==> config.mk <==
export PLATFORM = sky130hd
export DESIGN_NAME = iplr_top
export DESIGN_NICKNAME = d
export VERILOG_FILES = /design/src/rtl/iplr_pkg.sv /design/src/rtl/iplr_apb_slave.sv /design/src/rtl/iplr_arbiter.sv /design/src/rtl/iplr_top.sv
export SDC_FILE = /design/constraint.sdc
export NUM_CORES = 1
export LEC_CHECK = 0
export BUFFER_PORTS_ARGS = -buffer_cell sky130_fd_sc_hd__buf_2
export CELL_PAD_IN_SITES_DETAIL_PLACEMENT = 1
export CELL_PAD_IN_SITES_GLOBAL_PLACEMENT = 1
export CORE_MARGIN = 2
export CORE_UTILIZATION = 43
export DETAILED_ROUTE_END_ITERATION = 10
export PLACE_DENSITY_LB_ADDON = 0.1
export SLEW_MARGIN = 40
export SYNTH_ARGS = -nofsm -noshare
export SYNTH_HDL_FRONTEND = slang
export SYNTH_SLANG_ARGS = --single-unit
==> constraint.sdc <==
create_clock -name pclk -period 29.7 [get_ports pclk]
set_input_delay 5.94 -clock pclk [delete_from_list [all_inputs] [get_ports pclk]]
set_output_delay 5.94 -clock pclk [all_outputs]
set_load 0.05 [all_outputs]
==> src/rtl/iplr_pkg.sv <==
// package: register map, field layout and shared types of the interrupt priority level registers
// Overview of operation
// RL1 - debug sources: code 00 off, 01..11 give levels 1..3; level 0 unreachable
// RL2 - other sources: code 00 off, 01..11 give levels 0..2; level 3 unreachable
// RL3 - debug register: rx full bits 5-4, tx empty bits 3-2, trace bits 1-0
// RL4 - reserved bits read zero and ignore writes in all four priority registers
// RL5 - system register: flash buffers empty 15-14, command done 13-12, error 11-10
// RL6 - system register: pll unlock in bits 9-8, low voltage in bits 7-6
// RL7 - system register: external pin b in bits 3-2, pin a in bits 1-0
// RL8 - port/can register: port d 15-14, port e 13-12, port f 11-10
// RL9 - port/can register: can msgbuf 9-8, wakeup 7-6, error 5-4, busoff 3-2
// RL10 - serial register: serial0 rx 15-14, serial1 tx 13-12, serial1 rx 11-10
// RL11 - serial register: port a bits 5-4, port b 3-2, port c 1-0
// RL12 - reset clears every field to 00 so all sources start disabled
// RL13 - each register sits at the block base plus its own word offset
// RL14 - vector address joins the vector base with the winning source's vector number
// RL15 - disabled sources never arbitrate; a written field acts from the next cycle
package iplr_pkg;

    localparam int unsigned N_SRC   = 23;
    localparam int unsigned N_DBG   = 3;
    localparam int unsigned N_IPR   = 4;
    localparam int unsigned ADDR_W  = 8;
    localparam int unsigned IDX_W   = 6;
    localparam int unsigned VNUM_W  = 5;
    localparam int unsigned VBASE_W = 11;
    localparam int unsigned N_EVT   = 2;

    // register indices; byte address is four times the index
    localparam logic [IDX_W-1:0] IDX_DEBUG  = 6'h01;
    localparam logic [IDX_W-1:0] IDX_SYSTEM = 6'h02;
    localparam logic [IDX_W-1:0] IDX_PORT   = 6'h03;
    localparam logic [IDX_W-1:0] IDX_SERIAL = 6'h04;
    localparam logic [IDX_W-1:0] IDX_VBASE  = 6'h10;
    localparam logic [IDX_W-1:0] IDX_STATUS = 6'h11;
    localparam logic [IDX_W-1:0] IDX_CLEAR  = 6'h12;
    localparam logic [IDX_W-1:0] IDX_ENABLE = 6'h13;

    localparam logic [15:0] IPR_RESET = 16'h0000;
    // writable bits per priority register, debug/system/port/serial
    localparam logic [15:0] IPR_WMASK [N_IPR] = '{16'h003F, 16'hFFCF, 16'hFFFC, 16'hFC3F};

    // source index is the vector number; debug sources first
    // 0 trace, 1 debug tx, 2 debug rx, 3 pin a, 4 pin b, 5 low voltage, 6 pll,
    // 7 flash err, 8 flash done, 9 flash empty, 10 busoff, 11 can err, 12 wakeup,
    // 13 msgbuf, 14 port f, 15 port e, 16 port d, 17 port c, 18 port b, 19 port a,
    // 20 serial1 rx, 21 serial1 tx, 22 serial0 rx
    localparam int unsigned SRC_REG [N_SRC] = '{0, 0, 0, 1, 1, 1, 1, 1, 1, 1, 2, 2,
                                               2, 2, 2, 2, 2, 3, 3, 3, 3, 3, 3};
    localparam int unsigned SRC_LSB [N_SRC] = '{0, 2, 4, 0, 2, 6, 8, 10, 12, 14, 2, 4,
                                               6, 8, 10, 12, 14, 0, 2, 4, 10, 12, 14};

    localparam logic [1:0] CODE_OFF = 2'h0;
    localparam logic [1:0] CODE_ONE = 2'h1;

    localparam int unsigned EVT_GRANT  = 0;
    localparam int unsigned EVT_BUSERR = 1;

    typedef struct packed {
        logic             valid;
        logic [IDX_W-1:0] idx;
        logic [15:0]      data;
    } iplr_wr_s;

    typedef struct packed {
        logic              valid;
        logic [1:0]        level;
        logic [VNUM_W-1:0] vnum;
    } iplr_grant_s;

endpackage : iplr_pkg

==> src/rtl/iplr_apb_slave.sv <==
// module: apb slave front end with one wait-free access phase
`timescale 1ns/1ps
`default_nettype none
module iplr_apb_slave
    import iplr_pkg::*;
(
    input  wire logic              pclk,
    input  wire logic              presetn,
    input  wire logic              psel,
    input  wire logic              penable,
    input  wire logic              pwrite,
    input  wire logic [ADDR_W-1:0] paddr,
    input  wire logic [31:0]       pwdata,
    input  wire logic              rd_hit,
    input  wire logic [15:0]       rd_word,
    output logic      [IDX_W-1:0]  acc_idx,
    output iplr_wr_s               wr,
    output logic                   bus_err_evt,
    output logic                   pready,
    output logic      [31:0]       prdata,
    output logic                   pslverr
);

    typedef struct packed {
        logic        pready;
        logic        pslverr;
        logic [31:0] prdata;
    } iplr_apb_s;

    iplr_apb_s st_reg;
    iplr_apb_s st_next;
    logic      hit;
    logic      setup;
    logic      access;

    assign acc_idx = paddr[ADDR_W-1:2]; // RL13
    // misaligned byte addresses never map onto a register
    assign hit     = rd_hit && (paddr[1:0] == 2'h0);
    assign setup   = psel && !penable;
    assign access  = psel && penable && st_reg.pready;

    assign wr.valid    = access && pwrite && hit;
    assign wr.idx      = acc_idx;
    assign wr.data     = pwdata[15:0];
    assign bus_err_evt = access && !hit;

    always_comb begin
        st_next         = st_reg;
        // answer is prepared in setup so every bus output is a flop
        st_next.pready  = setup;
        st_next.pslverr = setup && !hit;
        st_next.prdata  = (setup && !pwrite && hit) ? {16'h0000, rd_word} : 32'h0000_0000;
    end

    always_ff @(posedge pclk or negedge presetn) begin
        if (!presetn) begin
            st_reg <= '0;
        end else begin
            st_reg <= st_next;
        end
    end

    assign pready  = st_reg.pready;
    assign pslverr = st_reg.pslverr;
    assign prdata  = st_reg.prdata;

endmodule : iplr_apb_slave
`default_nettype wire

==> src/rtl/iplr_arbiter.sv <==
// module: level decode per source and highest level selection
`timescale 1ns/1ps
`default_nettype none
module iplr_arbiter
    import iplr_pkg::*;
(
    input  wire logic [N_IPR-1:0][15:0] ipr_words,
    input  wire logic [N_SRC-1:0]       src_req,
    output iplr_grant_s                 grant
);

    logic [N_SRC-1:0] active;
    logic [1:0]       lvl [N_SRC];

    for (genvar i = 0; i < N_SRC; i++) begin : g_src
        logic [1:0] code;
        assign code      = ipr_words[SRC_REG[i]][SRC_LSB[i] +: 2];
        assign active[i] = src_req[i] && (code != CODE_OFF); // RL15
        if (i < N_DBG) begin : g_dbg
            assign lvl[i] = code; // RL1
        end else begin : g_per
            assign lvl[i] = 2'(code - CODE_ONE); // RL2
        end
    end

    // scan from the top so the lowest vector number wins a tie
    always_comb begin
        grant = '0;
        for (int i = N_SRC - 1; i >= 0; i--) begin
            if (active[i] && (!grant.valid || lvl[i] >= grant.level)) begin
                grant.valid = 1'b1;
                grant.level = lvl[i];
                grant.vnum  = VNUM_W'(i);
            end
        end
    end

endmodule : iplr_arbiter
`default_nettype wire

==> src/rtl/iplr_top.sv <==
// module: priority level register file, arbitration output and event interrupt
//
// Local design decision: the APB interface to the registers.
`timescale 1ns/1ps
`default_nettype none
module iplr_top
    import iplr_pkg::*;
(
    input  wire logic                      pclk,
    input  wire logic                      presetn,
    input  wire logic                      psel,
    input  wire logic                      penable,
    input  wire logic                      pwrite,
    input  wire logic [ADDR_W-1:0]         paddr,
    input  wire logic [31:0]               pwdata,
    output logic                           pready,
    output logic      [31:0]               prdata,
    output logic                           pslverr,
    input  wire logic [N_SRC-1:0]          src_req,
    output logic                           irq_valid,
    output logic      [1:0]                irq_level,
    output logic      [VBASE_W+VNUM_W-1:0] irq_vector,
    output logic                           irq_out
);

    typedef struct packed {
        logic [N_IPR-1:0][15:0] ipr;
        logic [VBASE_W-1:0]     vbase;
        logic [N_EVT-1:0]       evt_en;
        logic [N_EVT-1:0]       evt_sts;
        logic                   gnt_valid;
        logic [1:0]             gnt_level;
        logic [VNUM_W-1:0]      gnt_vnum;
        logic [VBASE_W-1:0]     gnt_vbase;
        logic                   irq;
    } iplr_top_s;

    iplr_top_s   st_reg;
    iplr_top_s   st_next;
    logic [IDX_W-1:0] acc_idx;
    iplr_wr_s    wr;
    logic        bus_err_evt;
    logic        rd_hit;
    logic [15:0] rd_word;
    iplr_grant_s grant;
    logic [N_EVT-1:0] evt;
    logic [N_EVT-1:0] clr;

    iplr_apb_slave u_apb (
        .pclk        (pclk),
        .presetn     (presetn),
        .psel        (psel),
        .penable     (penable),
        .pwrite      (pwrite),
        .paddr       (paddr),
        .pwdata      (pwdata),
        .rd_hit      (rd_hit),
        .rd_word     (rd_word),
        .acc_idx     (acc_idx),
        .wr          (wr),
        .bus_err_evt (bus_err_evt),
        .pready      (pready),
        .prdata      (prdata),
        .pslverr     (pslverr)
    );

    // arbitrates on the stored fields, so a write acts one cycle later
    iplr_arbiter u_arb (
        .ipr_words (st_reg.ipr),
        .src_req   (src_req),
        .grant     (grant)
    );

    // read decode; stored fields already hold zero in reserved bits
    always_comb begin
        rd_hit  = 1'b1;
        rd_word = 16'h0000;
        case (acc_idx)
            IDX_DEBUG: begin
                rd_word = st_reg.ipr[0]; // RL3 RL4
            end
            IDX_SYSTEM: begin
                rd_word = st_reg.ipr[1]; // RL5 RL6 RL7
            end
            IDX_PORT: begin
                rd_word = st_reg.ipr[2]; // RL8 RL9
            end
            IDX_SERIAL: begin
                rd_word = st_reg.ipr[3]; // RL10 RL11
            end
            IDX_VBASE: begin
                rd_word = 16'(st_reg.vbase);
            end
            IDX_STATUS: begin
                rd_word = 16'(st_reg.evt_sts);
            end
            IDX_CLEAR: begin
                rd_word = 16'h0000;
            end
            IDX_ENABLE: begin
                rd_word = 16'(st_reg.evt_en);
            end
            default: begin
                rd_hit = 1'b0;
            end
        endcase
    end

    always_comb begin
        st_next = st_reg;
        evt     = '0;
        clr     = '0;

        for (int k = 0; k < N_IPR; k++) begin
            if (wr.valid && (wr.idx == IDX_DEBUG + IDX_W'(k))) begin
                st_next.ipr[k] = wr.data & IPR_WMASK[k]; // RL4 RL13
            end
        end
        if (wr.valid && (wr.idx == IDX_VBASE)) begin
            st_next.vbase = wr.data[VBASE_W-1:0];
        end
        if (wr.valid && (wr.idx == IDX_ENABLE)) begin
            st_next.evt_en = wr.data[N_EVT-1:0];
        end
        if (wr.valid && (wr.idx == IDX_CLEAR)) begin
            clr = wr.data[N_EVT-1:0];
        end

        // a new winner, or the winner moving to another source or level
        evt[EVT_GRANT]  = grant.valid && (!st_reg.gnt_valid || (grant.vnum != st_reg.gnt_vnum)
                          || (grant.level != st_reg.gnt_level));
        evt[EVT_BUSERR] = bus_err_evt;
        // an event in the clearing cycle survives the clear
        st_next.evt_sts = (st_reg.evt_sts & ~clr) | evt;
        st_next.irq     = |(st_next.evt_sts & st_next.evt_en);

        st_next.gnt_valid = grant.valid; // RL15
        st_next.gnt_level = grant.level;
        st_next.gnt_vnum  = grant.vnum;
        st_next.gnt_vbase = st_reg.vbase; // RL14
    end

    always_ff @(posedge pclk or negedge presetn) begin
        if (!presetn) begin
            st_reg <= '0; // RL12
        end else begin
            st_reg <= st_next;
        end
    end

    assign irq_valid  = st_reg.gnt_valid;
    assign irq_level  = st_reg.gnt_level;
    assign irq_vector = {st_reg.gnt_vbase, st_reg.gnt_vnum}; // RL14
    assign irq_out    = st_reg.irq;

endmodule : iplr_top
`default_nettype wire

# After elaboration in Yosys (flattened, before gate mapping)
# Index checks and enable logic that the tools add are counted.
word_totals:
  inputBits: 68
  out_inout_bits: 54
  regBits: 115
  word_cells: 238
op_classes:
  eq_ne: 10
  bitwise_logic: 4
  n_reduce_logical: 139
  n_addsub: 20
  n_mux: 28
  n_lt_le_gt_ge: 22
op_table:
  columns: ["op", "count"]
  rows:
  - ["$mux W8", 23]
  - ["$pmux W16 S7", 1]
  - ["$logic_and A1 B1 Y1", 63]
  - ["$reduce_bool A2 Y1", 23]
  - ["$ge A2 B2 Y1", 22]
  - ["$sub A2 B1 Y2 const B", 20]
  - ["$logic_not A1 Y1", 26]
  - ["$eq A6 B5 Y1 const B", 4]
  - ["$logic_or A1 B1 Y1", 24]
  - ["$mux W16", 1]
  - ["$eq A6 B2 Y1 const B", 2]
  - ["$reduce_or A8 Y1", 1]
  - ["$eq A6 B1 Y1 const B", 1]
  - ["$eq A6 B3 Y1 const B", 1]
  - ["$ne A5 B5 Y1", 1]
  - ["$and A2 B2 Y2", 2]
  - ["$mux W2", 2]
  - ["$logic_not A2 Y1", 1]
  - ["$ne A2 B2 Y1", 1]
  - ["$not A2 Y2", 1]
  - ["$or A2 B2 Y2", 1]
  - ["$reduce_or A2 Y1", 1]
  - ["$mux W1", 1]

# Logic depth before layout (Yosys ltp)
logic_depth:
  word_depth: 98
  depth_mapped: 161
  depth_no_buf: 159

# Cells and area by module
# From an unflattened synthesis, not the netlist that was laid out.
unflattened:
  hier_cells: 797
  area_unflattened_um2: 7738.7
by_module_without_submodules:
  columns: ["module", "area_per_inst_um2", "seq_area_each_um2", "cells_per_inst", "n_inst"]
  rows:
  - ["iplr_top", 3542.1, 2026.9, 266, 1]
  - ["iplr_arbiter", 3115.5, 0.0, 439, 1]
  - ["iplr_apb_slave", 1081.0, 450.4, 92, 1]

# Worst setup path after synthesis
# OpenSTA, ideal clock, no wires.
synth_path:
  path_kind: "in2reg"
  startpoint: "input src_req[22]"
  endpoint: "register st_reg (netlist bit irq_out)"
  path_buffers: 2
  arrival_time_ns: 32.524
  stages: 149
  path_slack_ns: -2.966
  path_cell_list: "nand2b_1 > nor2_1 > ha_1 > inv_1 > a41oi_1 > and3_1 > or2_2 > ha_1 > nand2b_1 > a221oi_1 > nor2_1 > o31a_1 > ha_1 > nand2b_1 > a21oi_1 > a21o_1 > nor2_1 > a21oi_1 > (+113 left out) > nand2b_1 > a21oi_1 > o31ai_1 > nand2_1 > nor3b_1 > a41oi_1 > o21ai_1 > nor2_1 > ha_1 > nand2b_1 > a21oi_1 > o31a_1 > a2bb2oi_1 > o21ai_0 > o311ai_0 > a21oi_1 > o41ai_2 > o311ai_1"
synth_lines:
  columns: ["item", "line_no", "source"]
  rows:
  - ["from (decl)", "iplr_top.sv:19", "input wire logic [N_SRC-1:0] src_req,"]
  - ["to (signal assigned)", "iplr_top.sv:147", "st_reg <= st_next;"]
  - ["to (decl)", "iplr_top.sv:38", "iplr_top_s st_reg;"]

==> impl_metrics.toml <==
[power_and_ir_drop]
power.leakage_nw = 5.17
ir_drop_v = 0.0000358
p_sw_w = 0.000118
cellPowerDensity_mw_per_mm2 = 33.7
p_seq_share_pct = 37.7
p_sw_share_pct = 32.5
finalPower_w = 0.000364
p_comb_share_pct = 30.6
p_clk_share_pct = 31.7
p_int_w = 0.000245

[detailed_routing]
post_drt_via_cell_ratio = 5.89
drc_errors = 0
ant_nets = 0
first_pass_iters = 8
drt-total-wl_mm = 31.1
drtIter0Drc = 480
vias = 7782
wl_per_cell_um = 23.6

[worst_setup_path]
path_max_fanout = 12
cp.required_ps = 29920
r2r_end = "st_reg[20]"
endpoint_kind = "flip-flop"
r2r_slack_ps = 2330
max_stage_delay_ps = 410
path_buf_inv = 14
worstSetupPathType = "input pin to flip-flop"
critPathLaunchType = "input pin"
rr_startpoint = "st_reg[97]"
cp_top_family = "compound AO/OA/AOI/OAI gates"
cpMaxStageDelayCell = "a2111o_1"
ff2ff_path_depth = 156
path_common_cell = "nand2b_4"
arrival_ps = 32340

[layout]
regArea_mm2 = 0.00248
largest_reg_flops = 50
syn2layout_area_growth_pct = 46.4
fillers = 1879
nNetsFinal = 1227
final_layout_size_suffix_gt1_share_pct = 46.7
multi_input_area_mm2 = 0.00546
antenna_cells = 0
post-route-util_pct = 64.8

[sta]
drv_slew = 0
timing.final.ws_setup_ps = -2420
fin_tns_setup_ps = -16760
worst_pin_slew_ps = 825
min_period_ps = 32120
whs_ps = 400
rsz0062_at_grt = "yes"
hold_viol_final = 0
fin_skew_ps = 10.0
finalSetupViolCount = 9
fmax_mhz = 31.1
max-slew-margin-rel_pct = 45.0
min_period_over_period_pct = 108

[yosys]
synth.cell_area_mm2 = 0.00737
yosys-top-cells-area = "dfrtp_1 (34%), ha_1 (11%), mux2_2 (5.8%)"
synth-seq-cells = 99
ys_types = 76
async_flop_share_pct = 100
yosys.area.top_type = "dfrtp_1"
synth_area_per_cell_um2 = 8.72
synth_edf_count = 0
syn_inst = 845
netlist.area_leader.share_pct = 33.6
ys.flop_type = "dfrtp_1"
yosysSeqAreaShare_pct = 33.6
yosys_warnings = 0

[clocking]
clkSinkCount = 99
numCtsBuffers = 9
clk_pin_slew_ps = 80
cts-root-buf = "clkbuf_16"
cts_tree = "built"
clk_path_buf_depth = 2
worstSkewPairLatency_ps = 360
postCtsHoldBufs = 0
cts.htree.levels = 3

[global_route]
grt_max_degree = 72
first_global_vias = 8118
grt-ovfl-total = 0
antenna_found_initial = 0
grt_pass1_wl_mm = 42.7
grt_usage_pct = 30.2

[floorplanning]
pin_count = 122
rows = 47
die_w_um = 135
die-height_um = 135
dieArea_mm2 = 0.0182
core_mm2 = 0.0166
initial_core_util_pct = 44.3

[worst_hold_path]
min_from = "st_next[8]"
min_to = "irq_vector[12]"
worstHoldPathCells = 0
hp-class = "flip-flop to flip-flop"

[placement]
detailed_place_hpwl_mm = 20.2
port_buffers = 89
place_ws_ps = -2760
place.gp.congestion = 0.943

[flow_run]
cap_violations = 0

[run_status]
outcome = "finished with violations"
violations = "negative setup slack"
==> synthesized netlist by cell type, types with 15 or more instances <==
cell and number:
dfrtp_1 99, ha_1 63, clkbuf_1 22, buf_4 34, nand3_1 15, a21oi_1 48
o21ai_0 64, nor2b_1 19, inv_1 79, nor2_1 55, nand2b_1 40, nand2_1 76
mux2_2 38
==> per-stage QoR <==
| step | cells | instance area (µm²) |
|---|---|---|
| floorplan | 860 | 7970 |
| global placement | 1226 | 9210 |
| detailed placement | 1226 | 9210 |
| CTS | 1287 | 10200 |
| global route | 1321 | 10800 |
| finish | 1321 | 10800 |
==> what timing repair did <==
action / CTS / global route
resized for setup: 75 / 58
pin swaps: 95 / 100
setup endpoints to repair: 9 / 9
buffers inserted: 46 / 35
==> kinds of logic after synthesis <==
kind of cell	share of synthesized area (%)
AOI/OAI and AO/OA	20.9
xor gates and xnor gates	0.594
adders and majority gates	10.7
buffers and inverters	9.03
DFF	33.6
muxes	6.35
other	0.0509
and+or+nand+nor	18.7
==> power groups by stage <==
stage / combinational [W] / clock [W] / sequential [W]
2_1_floorplan: 0.0000526 / 0 / 0.000140
3_3_place_gp: 0.0000788 / 0 / 0.000140
3_5_place_dp: 0.0000820 / 0 / 0.000140
4_1_cts: 0.0000947 / 0.000114 / 0.000137
5_1_grt: 0.000117 / 0.000122 / 0.000137
6_report: 0.000111 / 0.000115 / 0.000137
==> layer usage <==
metal | wire (µm) | vias to the layer above | track usage [%] | part of all wire [%]
li1 | - | 3490 | - | -
met1 | 12400 | 3967 | 35.3 | 40
met2 | 16300 | 251 | 55.6 | 52
met3 | 1250 | 74 | 4.17 | 4.0
met4 | 1120 | 0 | 11.8 | 3.6
met5 | 0 | - | 0 | 0
==> cell usage in the layout, fill, tap and decap left out, types with 9 or more instances in the layout <==
master	n
a21oi_2	19
o21ai_0	55
inv_1	74
conb_1	16
buf_6	13
nor2b_1	17
nand2b_1	20
buf_4	185
nor3_1	11
a21oi_4	15
nand3_1	14
clkbuf_16	9
buf_2	87
mux2_2	34
dfrtp_1	99
nand2b_4	20
a21oi_1	15
nor2_2	16
nor2_1	35
a22oi_1	11
ha_1	48
nand2_1	70
ha_4	15
==> area by class of cell <==
class	instances	area share, %
sequential	99	23.0
multi-input combinational	621	50.6
timing repair buffer	286	18.4
clock buffer	10	2.12
clock inverter	6	0.545
inverter	79	2.79
tap	220	2.55
==> how the worst max path moves through the flow <==
stage,depth (start not counted),slack (ps),startpoint,endpoint
after floorplan,149,-610,src_req[22],irq_out
after global placement,151,-1920,src_req[22],irq_out
after detailed placement,150,-2760,src_req[22],irq_out
after CTS,156,-1330,src_req[22],irq_out
after global routing,158,-3490,src_req[22],st_reg[20]
final,155,-2420,src_req[22],st_reg[20]
Note: power is estimated with default switching activity, not from simulation.
